## config.mk

```make
export PLATFORM = sky130hd
export DESIGN_NAME = ssm_status_mapper
export DESIGN_NICKNAME = d
export VERILOG_FILES = /design/src/shared/ssm_pkg.sv /design/src/hw/ssm_lock_detect.sv /design/src/hw/ssm_status_mapper.sv
export VERILOG_INCLUDE_DIRS = /design/src /design/src/shared
export SDC_FILE = /design/constraint.sdc
export NUM_CORES = 1
export LEC_CHECK = 0
export ABC_CLOCK_PERIOD_IN_PS = 2400
export BUFFER_PORTS_ARGS = -buffer_cell sky130_fd_sc_hd__buf_2
export CORE_MARGIN = 1
export CORE_UTILIZATION = 57
export DETAILED_ROUTE_END_ITERATION = 7
export HOLD_SLACK_MARGIN = 0.12
export MAX_ROUTING_LAYER = met4
export PLACE_DENSITY = 0.79
export SLEW_MARGIN = 10
export SYNTH_ARGS = -nofsm -noshare
export SYNTH_HDL_FRONTEND = slang
export SYNTH_SLANG_ARGS = --single-unit
```

## constraint.sdc

```tcl
create_clock -name sys_clk -period 2.4 [get_ports sys_clk]
set_clock_uncertainty 0.2 [all_clocks]
set_input_delay 0.36 -clock sys_clk [delete_from_list [all_inputs] [get_ports sys_clk]]
set_output_delay 0.36 -clock sys_clk [all_outputs]
set_load 0.02 [all_outputs]
```

## src/shared/ssm_defines.svh

```systemverilog
// Register offsets, field positions, reset values and counts of the status pin mapper
// Behaviour
// - Register 3 bits 12 to 7 route three indications onto two status pins.
// - Reference-select reads 0 for primary, 1 for secondary; routed by 3.12, 3.9.
// - Reference-loss reads 0 when present, 1 when lost; routed by 3.11, 3.8.
// - With register 4 bit 5 clear, loss indication is statically high.
// - Status register 21 bit 2 reads 0 while locked, 1 while unlocked.
// - Lock indication on a pin is inverted: high locked, low unlocked.
// - Several routing bits on one pin give the OR of their indications.
// - Both references stalled under auto switching: loss high, low only at count 511, 1 of 512.
// - Lock detector counts slips, flags unlock past a threshold, resets counter.
`ifndef SSM_DEFINES_SVH
`define SSM_DEFINES_SVH
`define SSM_REG_ROUTING 5'h03
`define SSM_REG_INPUT_CFG 5'h04
`define SSM_REG_STATUS 5'h15
`define SSM_ROUTING_RESET 16'h0000
`define SSM_INPUT_CFG_RESET 16'h0020
`define SSM_BIT_P0_SEL 12
`define SSM_BIT_P0_LOSS 11
`define SSM_BIT_P0_UNLOCK 10
`define SSM_BIT_P1_SEL 9
`define SSM_BIT_P1_LOSS 8
`define SSM_BIT_P1_UNLOCK 7
`define SSM_BIT_SEC_EN 5
`define SSM_BIT_AUTO_SW 6
`define SSM_BIT_ST_SEL 0
`define SSM_BIT_ST_LOSS 1
`define SSM_BIT_ST_UNLOCK 2
`define SSM_SLIP_LIMIT 8
`define SSM_RELOCK_PFD 1000
`define SSM_STUCK_PERIOD 512
`endif

```

## src/shared/ssm_pkg.sv

```systemverilog
// Types shared by the status pin mapper modules
`default_nettype none
package ssm_pkg;
   typedef enum logic [0:0] {
      SSM_LOCKED = 1'b0,
      SSM_UNLOCKED = 1'b1
   } ssm_lock_state_t;
endpackage : ssm_pkg
`default_nettype wire

```

## src/hw/ssm_lock_detect.sv

```systemverilog
// Digital lock detector counting cycle slips
`timescale 1ns/100ps
`default_nettype none
`include "ssm_defines.svh"
module ssm_lock_detect #(
   parameter int SLIP_LIMIT = `SSM_SLIP_LIMIT,
   parameter int RELOCK_PFD = `SSM_RELOCK_PFD
) (
   input wire logic sys_clk,
   input wire logic rst_b,
   input wire logic slip_evt,
   input wire logic pfd_evt,
   output logic unlock
);
   ssm_pkg::ssm_lock_state_t state_reg, state_next;
   logic [11:0] slip_cnt_reg, slip_cnt_next;
   logic [11:0] quiet_cnt_reg, quiet_cnt_next;

   // Slip counting and relock window
   always_comb begin
      state_next = state_reg;
      slip_cnt_next = slip_cnt_reg;
      quiet_cnt_next = quiet_cnt_reg;
      case (state_reg)
         ssm_pkg::SSM_LOCKED: begin
            if (slip_evt) begin
               if (slip_cnt_reg >= 12'(SLIP_LIMIT)) begin
                  state_next = ssm_pkg::SSM_UNLOCKED;
                  slip_cnt_next = 12'h000;
                  quiet_cnt_next = 12'h000;
               end else begin
                  slip_cnt_next = slip_cnt_reg + 12'h001;
               end
            end
         end
         ssm_pkg::SSM_UNLOCKED: begin
            if (slip_evt) begin
               quiet_cnt_next = 12'h000;
            end else if (pfd_evt) begin
               if (quiet_cnt_reg >= 12'(RELOCK_PFD - 1)) begin
                  state_next = ssm_pkg::SSM_LOCKED;
                  quiet_cnt_next = 12'h000;
               end else begin
                  quiet_cnt_next = quiet_cnt_reg + 12'h001;
               end
            end
         end
         default: begin
            state_next = ssm_pkg::SSM_UNLOCKED;
            slip_cnt_next = 12'h000;
            quiet_cnt_next = 12'h000;
         end
      endcase
   end

   // State registers
   always_ff @(posedge sys_clk) begin
      if (!rst_b) begin
         state_reg <= ssm_pkg::SSM_UNLOCKED;
         slip_cnt_reg <= 12'h000;
         quiet_cnt_reg <= 12'h000;
      end else begin
         state_reg <= state_next;
         slip_cnt_reg <= slip_cnt_next;
         quiet_cnt_reg <= quiet_cnt_next;
      end
   end

   assign unlock = (state_reg == ssm_pkg::SSM_UNLOCKED);

   // Unlock once the slip count passes the limit, counter cleared
   property p_slip_unlock;
      @(posedge sys_clk) disable iff (!rst_b)
      (state_reg == ssm_pkg::SSM_LOCKED && slip_evt && slip_cnt_reg >= 12'(SLIP_LIMIT))
      |=> (unlock && slip_cnt_reg == 12'h000);
   endproperty
   a_slip_unlock: assert property (p_slip_unlock) else $error("unlock not flagged");

   // No unlock below the limit
   property p_no_early_unlock;
      @(posedge sys_clk) disable iff (!rst_b)
      (state_reg == ssm_pkg::SSM_LOCKED && slip_cnt_reg < 12'(SLIP_LIMIT)) |=> !unlock;
   endproperty
   a_no_early_unlock: assert property (p_no_early_unlock) else $error("early unlock");

   c_relock: cover property (@(posedge sys_clk) disable iff (!rst_b) $fell(unlock));
endmodule : ssm_lock_detect
`default_nettype wire

```

## src/hw/ssm_status_mapper.sv

```systemverilog
// Status pin mapper: indication registers and routing onto two status pins
`timescale 1ns/100ps
`default_nettype none
`include "ssm_defines.svh"
module ssm_status_mapper #(
   parameter int SLIP_LIMIT = `SSM_SLIP_LIMIT,
   parameter int RELOCK_PFD = `SSM_RELOCK_PFD
) (
   input wire logic sys_clk,
   input wire logic rst_b,
   input wire logic [4:0] reg_addr,
   input wire logic reg_wr_en,
   input wire logic reg_rd_en,
   input wire logic [15:0] reg_wdata,
   output logic [15:0] reg_rdata,
   output logic reg_rd_valid,
   input wire logic ref_select_raw,
   input wire logic ref_loss_raw,
   input wire logic refs_stalled_raw,
   input wire logic los_stuck_raw,
   input wire logic slip_toggle_raw,
   input wire logic pfd_toggle_raw,
   output logic indicator_pin_zero,
   output logic indicator_pin_one
);
   localparam int NSYNC = 6;
   localparam logic [8:0] STUCK_LAST = 9'(`SSM_STUCK_PERIOD - 1);

   logic [NSYNC-1:0] raw_vec;
   logic [NSYNC-1:0] sync1_reg, sync2_reg;
   logic [15:0] routing_reg, routing_next;
   logic [15:0] input_cfg_reg, input_cfg_next;
   logic [15:0] rdata_reg, rdata_next;
   logic rd_valid_reg, rd_valid_next;
   logic pin0_reg, pin0_next;
   logic pin1_reg, pin1_next;
   logic slip_prev_reg, slip_prev_next;
   logic pfd_prev_reg, pfd_prev_next;
   logic [8:0] stuck_cnt_reg, stuck_cnt_next;
   logic sel_ind, loss_ind, unlock_ind, lock_ind;
   logic slip_evt, pfd_evt;
   logic ref_select_s, ref_loss_s, refs_stalled_s, los_stuck_s, slip_s, pfd_s;
   logic sec_en, auto_sw;

   assign raw_vec = {los_stuck_raw, refs_stalled_raw, ref_loss_raw,
                     ref_select_raw, slip_toggle_raw, pfd_toggle_raw};

   // Two-stage synchroniser per pin input
   genvar gi;
   generate
      for (gi = 0; gi < NSYNC; gi++) begin : g_sync
         always_ff @(posedge sys_clk) begin
            if (!rst_b) begin
               sync1_reg[gi] <= 1'b0;
               sync2_reg[gi] <= 1'b0;
            end else begin
               sync1_reg[gi] <= raw_vec[gi];
               sync2_reg[gi] <= sync1_reg[gi];
            end
         end
      end
   endgenerate

   assign {los_stuck_s, refs_stalled_s, ref_loss_s, ref_select_s, slip_s, pfd_s} = sync2_reg;
   assign slip_evt = slip_s ^ slip_prev_reg;
   assign pfd_evt = pfd_s ^ pfd_prev_reg;
   assign sec_en = input_cfg_reg[`SSM_BIT_SEC_EN];
   assign auto_sw = input_cfg_reg[`SSM_BIT_AUTO_SW];

   ssm_lock_detect #(
      .SLIP_LIMIT(SLIP_LIMIT),
      .RELOCK_PFD(RELOCK_PFD)
   ) u_lock (
      .sys_clk(sys_clk),
      .rst_b(rst_b),
      .slip_evt(slip_evt),
      .pfd_evt(pfd_evt),
      .unlock(unlock_ind)
   );

   // Live indications
   always_comb begin
      sel_ind = ref_select_s;
      lock_ind = !unlock_ind;
      if (!sec_en) begin
         loss_ind = 1'b1;
      end else if (auto_sw && refs_stalled_s) begin
         loss_ind = !(los_stuck_s && stuck_cnt_reg == STUCK_LAST);
      end else begin
         loss_ind = ref_loss_s;
      end
   end

   // Registers, readback, pin routing and toggle history
   always_comb begin
      routing_next = routing_reg;
      input_cfg_next = input_cfg_reg;
      rdata_next = rdata_reg;
      rd_valid_next = reg_rd_en;
      slip_prev_next = slip_s;
      pfd_prev_next = pfd_s;
      stuck_cnt_next = stuck_cnt_reg;
      if (pfd_evt) begin
         stuck_cnt_next = stuck_cnt_reg + 9'h001;
      end
      if (reg_wr_en) begin
         case (reg_addr)
            `SSM_REG_ROUTING: routing_next = reg_wdata;
            `SSM_REG_INPUT_CFG: input_cfg_next = reg_wdata;
            default: ; // Status and unmapped writes dropped
         endcase
      end
      if (reg_rd_en) begin
         case (reg_addr)
            `SSM_REG_ROUTING: rdata_next = routing_reg;
            `SSM_REG_INPUT_CFG: rdata_next = input_cfg_reg;
            `SSM_REG_STATUS: begin
               rdata_next = 16'h0000;
               rdata_next[`SSM_BIT_ST_SEL] = sel_ind;
               rdata_next[`SSM_BIT_ST_LOSS] = loss_ind;
               rdata_next[`SSM_BIT_ST_UNLOCK] = unlock_ind;
            end
            default: rdata_next = 16'h0000;
         endcase
      end
      // OR of every enabled indication per pin
      pin0_next = (routing_reg[`SSM_BIT_P0_SEL] & sel_ind)
                | (routing_reg[`SSM_BIT_P0_LOSS] & loss_ind)
                | (routing_reg[`SSM_BIT_P0_UNLOCK] & lock_ind);
      pin1_next = (routing_reg[`SSM_BIT_P1_SEL] & sel_ind)
                | (routing_reg[`SSM_BIT_P1_LOSS] & loss_ind)
                | (routing_reg[`SSM_BIT_P1_UNLOCK] & lock_ind);
   end

   // State registers
   always_ff @(posedge sys_clk) begin
      if (!rst_b) begin
         routing_reg <= `SSM_ROUTING_RESET;
         input_cfg_reg <= `SSM_INPUT_CFG_RESET;
         rdata_reg <= 16'h0000;
         rd_valid_reg <= 1'b0;
         pin0_reg <= 1'b0;
         pin1_reg <= 1'b0;
         slip_prev_reg <= 1'b0;
         pfd_prev_reg <= 1'b0;
         stuck_cnt_reg <= 9'h000;
      end else begin
         routing_reg <= routing_next;
         input_cfg_reg <= input_cfg_next;
         rdata_reg <= rdata_next;
         rd_valid_reg <= rd_valid_next;
         pin0_reg <= pin0_next;
         pin1_reg <= pin1_next;
         slip_prev_reg <= slip_prev_next;
         pfd_prev_reg <= pfd_prev_next;
         stuck_cnt_reg <= stuck_cnt_next;
      end
   end

   assign reg_rdata = rdata_reg;
   assign reg_rd_valid = rd_valid_reg;
   assign indicator_pin_zero = pin0_reg;
   assign indicator_pin_one = pin1_reg;

   // Pin zero follows the OR of its three routed indications
   property p_pin0_or;
      @(posedge sys_clk) disable iff (!rst_b)
      ##1 indicator_pin_zero == (($past(routing_reg[12]) & $past(sel_ind))
         | ($past(routing_reg[11]) & $past(loss_ind))
         | ($past(routing_reg[10]) & !$past(unlock_ind)));
   endproperty
   a_pin0_or: assert property (p_pin0_or) else $error("pin zero mismatch");

   // Select alone on pin one copies the select indication
   property p_pin1_sel;
      @(posedge sys_clk) disable iff (!rst_b)
      (routing_reg[9:7] == 3'b100) |=> (indicator_pin_one == $past(ref_select_s));
   endproperty
   a_pin1_sel: assert property (p_pin1_sel) else $error("pin one select mismatch");

   // Lock alone on pin zero is the inverse of the unlock flag
   property p_lock_inv;
      @(posedge sys_clk) disable iff (!rst_b)
      (routing_reg[12:10] == 3'b001) |=> (indicator_pin_zero != $past(unlock_ind));
   endproperty
   a_lock_inv: assert property (p_lock_inv) else $error("lock polarity wrong");

   // Secondary input off forces loss high on pin one
   property p_loss_static;
      @(posedge sys_clk) disable iff (!rst_b)
      (!sec_en && routing_reg[8]) |=> indicator_pin_one;
   endproperty
   a_loss_static: assert property (p_loss_static) else $error("loss not static high");

   // Loss alone on pin zero follows the reference when no override applies
   property p_loss_follow;
      @(posedge sys_clk) disable iff (!rst_b)
      (sec_en && !(auto_sw && refs_stalled_s) && routing_reg[12:10] == 3'b010)
      |=> (indicator_pin_zero == $past(ref_loss_s));
   endproperty
   a_loss_follow: assert property (p_loss_follow) else $error("loss mismatch");

   // Status read returns the live unlock flag one cycle later
   property p_status_unlock;
      @(posedge sys_clk) disable iff (!rst_b)
      (reg_rd_en && reg_addr == `SSM_REG_STATUS)
      |=> (reg_rd_valid && reg_rdata[2] == $past(unlock_ind) && reg_rdata[15:3] == 13'h0000);
   endproperty
   a_status_unlock: assert property (p_status_unlock) else $error("status bit wrong");

   // Writes to the status register change no stored state
   property p_status_ro;
      @(posedge sys_clk) disable iff (!rst_b)
      (reg_wr_en && reg_addr == `SSM_REG_STATUS)
      |=> ($stable(routing_reg) && $stable(input_cfg_reg));
   endproperty
   a_status_ro: assert property (p_status_ro) else $error("status write had effect");

   // Stalled loss dips low only at the last count of the period
   property p_stuck_dip;
      @(posedge sys_clk) disable iff (!rst_b)
      (sec_en && auto_sw && refs_stalled_s && !loss_ind)
      |-> (los_stuck_s && stuck_cnt_reg == STUCK_LAST);
   endproperty
   a_stuck_dip: assert property (p_stuck_dip) else $error("loss dip misplaced");

   // Routing write lands the next cycle
   property p_route_wr;
      @(posedge sys_clk) disable iff (!rst_b)
      (reg_wr_en && reg_addr == `SSM_REG_ROUTING) |=> (routing_reg == $past(reg_wdata));
   endproperty
   a_route_wr: assert property (p_route_wr) else $error("routing write lost");

   c_or_pin: cover property (@(posedge sys_clk) disable iff (!rst_b)
      routing_reg[11:10] == 2'b11 && indicator_pin_zero);
   c_unlock_read: cover property (@(posedge sys_clk) disable iff (!rst_b)
      reg_rd_valid && reg_rdata[2]);
   c_stuck: cover property (@(posedge sys_clk) disable iff (!rst_b)
      auto_sw && refs_stalled_s && !loss_ind);
endmodule : ssm_status_mapper
`default_nettype wire

```

==> flow_summary.ini <==
[cts]
cts_root_buf = clkbuf_8
path_clk_slew_ps = 90
htreeDepth = 3
tritoncts = yes
cts_buffers = 9
clkSinkCount = 99
clk_path_buf_depth = 2
clk_latency_ps = 370

[global_route]
track_usage = 0.273
first_global_vias = 3372
grt_first_pass_wirelength_um = 15300
grt_remaining_overflow = 0
antenna_found_initial = 0
grt_max_degree = 34

[sta]
slew_violations = 0
finalSetupViolations = 0
rsz0062_at_grt = no
slew_headroom = 0.239
fin_tns_setup_ps = 0
hold_ws_ps = 215
hold_violations = 0
clock.fmax_mhz = 457
period_minus_slack_ps = 2190
fin_crit_sh = 0.911
worst_slew_pin_slew_ps = 1130

[final_layout]
fillers = 528
syn_to_final_growth_pct = 19.2
final_layout_size_suffix_gt1_frac = 0.153
multi_input_area_mm2 = 0.00183
fin_util = 0.701
n_antenna_cell = 0
nNetsFinal = 560
seq_area_mm2 = 0.00198
design_area_mm2 = 0.00474

[place]
place_congestion = 0.863
portBuffers = 49
dp.final_hpwl_um = 5640
placed_area_mm2 = 0.00431

[detailed_routing]
drt_first_pass_iters = 5
drc = 0
vias_per_cell = 5.83
wl_um = 9120
route.detailed.wl_per_inst_um = 15.0
ant_nets = 0
dr_total_vias = 3551
drt_iter0_markers = 264

[worst_setup_path]
cp-end-kind = register
startpoint_type = register
required_ps = 2450
rr_endpoint = u_lock.unlock
crit_end = u_lock.unlock
rr_startpoint = u_lock.slip_cnt_reg[5]
rr_worst_depth = 4
worstSetupStartpoint = u_lock.slip_cnt_reg[5]
rrSetupSlack_ps = 210
path_max_fanout = 12
path_class = register to register
cp.arrival_ps = 2240

[floorplanning]
die_w_um = 85.5
rows = 30
die_h_um = 85.5
die_area_mm2 = 0.00731
core_region_area_mm2 = 0.00676
io_pins = 50
initial_core_util = 0.588

[worst_hold_path]
hold_class = input port to register

[power_and_ir_drop]
vdd.ir_drop.worst_mv = 0.478
fin_total_pwr_mw = 3.02
powerDensity_mw_per_mm2 = 636
power_leakage_nw = 1.76

[logic_synthesis]
ys_types = 40
synthesis.area_mm2 = 0.00398
yosysSeqAreaShare = 0.499
synth_ff_type = dfxtp_1
synthesis.nets = 496
async_flop_share = 0
synth_top_area_cell = dfxtp_1
synth_seq_cells = 99
syn-instance-count = 460
synth_edf_count = 0
yosysWarnings = 0
synth_top_area_share = 0.499
synth.area.top_cells = dfxtp_1 (50%), nand3_1 (5.5%), a21oi_1 (4.9%), nand2_1 (4.9%), nor2_1 (3.8%)
syn_area_per_cell_um2 = 8.64

[run_status]
outcome = finished clean

[flow_run]
drv_cap = 0
[synth_stat cells (6+ instances only)]
cell      instances
xnor2_1           6
nor2_1           40
inv_1            14
nand2_1          52
nand4_1           7
nand3_1          44
xor2_1            6
a22oi_1          14
and2_1           19
a211oi_1         14
o21ai_0           7
nor3_1           10
a21oi_1          39
o21ai_1           6
dfxtp_1          99
clkbuf_1         27
[worst max-delay path, stage by stage, from the launching register on]
cell      delay [ps]
dfxtp_1          340
or4_4            560
nor4_1           350
o21ai_1          360
o21bai_1         270
[cells in the final DEF (no fill, tap or decap), drive strengths merged, types with 6 or more instances in the layout]
master / n
a22oi: 14
a211oi: 14
a21oi: 39
nand2: 52
nand3: 45
buf: 61
dfxtp: 99
xnor2: 6
xor2: 6
o21ai: 13
dlygate4sd3: 22
nand4: 7
nor3: 10
clkbuf: 9
nor2: 40
inv: 17
and2: 19
[routing by layer]
metal / GRT usage / wire, um / vias to the layer above
met5: - / 0 / -
met4: 0.0833 / 139 / 0
met3: 0.0799 / 546 / 15
met2: 0.459 / 4560 / 121
met1: 0.318 / 3870 / 1661
li1: - / - / 1754
[worst min-delay path by stage]
stage,cells past startpoint,end,from
3_3_place_gp,1,pfd_prev_next,sync1_reg[0]
3_5_place_dp,1,pfd_prev_next,sync1_reg[0]
6_report,3,input_cfg_reg[5],rst_b
4_1_cts,3,input_cfg_reg[5],rst_b
5_1_grt,3,input_cfg_reg[5],rst_b
2_1_floorplan,1,los_stuck_s,sync1_reg[5]
[timing repair]
item	4_1_cts	5_1_grt
endpoints found under the setup margin	0	0
hold buffers	22	0
gates resized for setup	0	0
setup buffers	0	0
endpoints found under the hold margin	38	0
[power by group]
part           switching [mW]  internal, mW  leakage, nW  total [mW]
clock network           0.606         0.503        0.105        1.11
registers              0.0174          1.67        0.803        1.69
logic                   0.128        0.0898        0.855       0.218
total                   0.751          2.26         1.76        3.02
[through the flow]
stage | std cells | worst slack, ps
floorplan | 460 | 551
global placement | 571 | 313
detailed placement | 571 | 237
CTS | 609 | 217
global route | 609 | 129
finish | 609 | 213
[cell families after synthesis]
group                    count (synthesis)  share of synthesized area
buffers and inverters                   44                     0.0425
adder cells (fa/ha/maj)                  5                     0.0157
XOR/XNOR                                12                     0.0264
flip-flops                              99                      0.499
AND/OR/NAND/NOR                        195                      0.242
multiplexers                             1                    0.00252
AO/OA/AOI/OAI                          104                      0.172
[area by class of cell]
cell class,count,area share
clock inverters,7,0.0180
flip-flops and latches,99,0.418
inverters,14,0.0111
repair buffers,83,0.120
clock buffers,9,0.0261
multi-input cells,317,0.386
well taps,80,0.0211
Note: power is estimated with default switching activity, not from simulation.
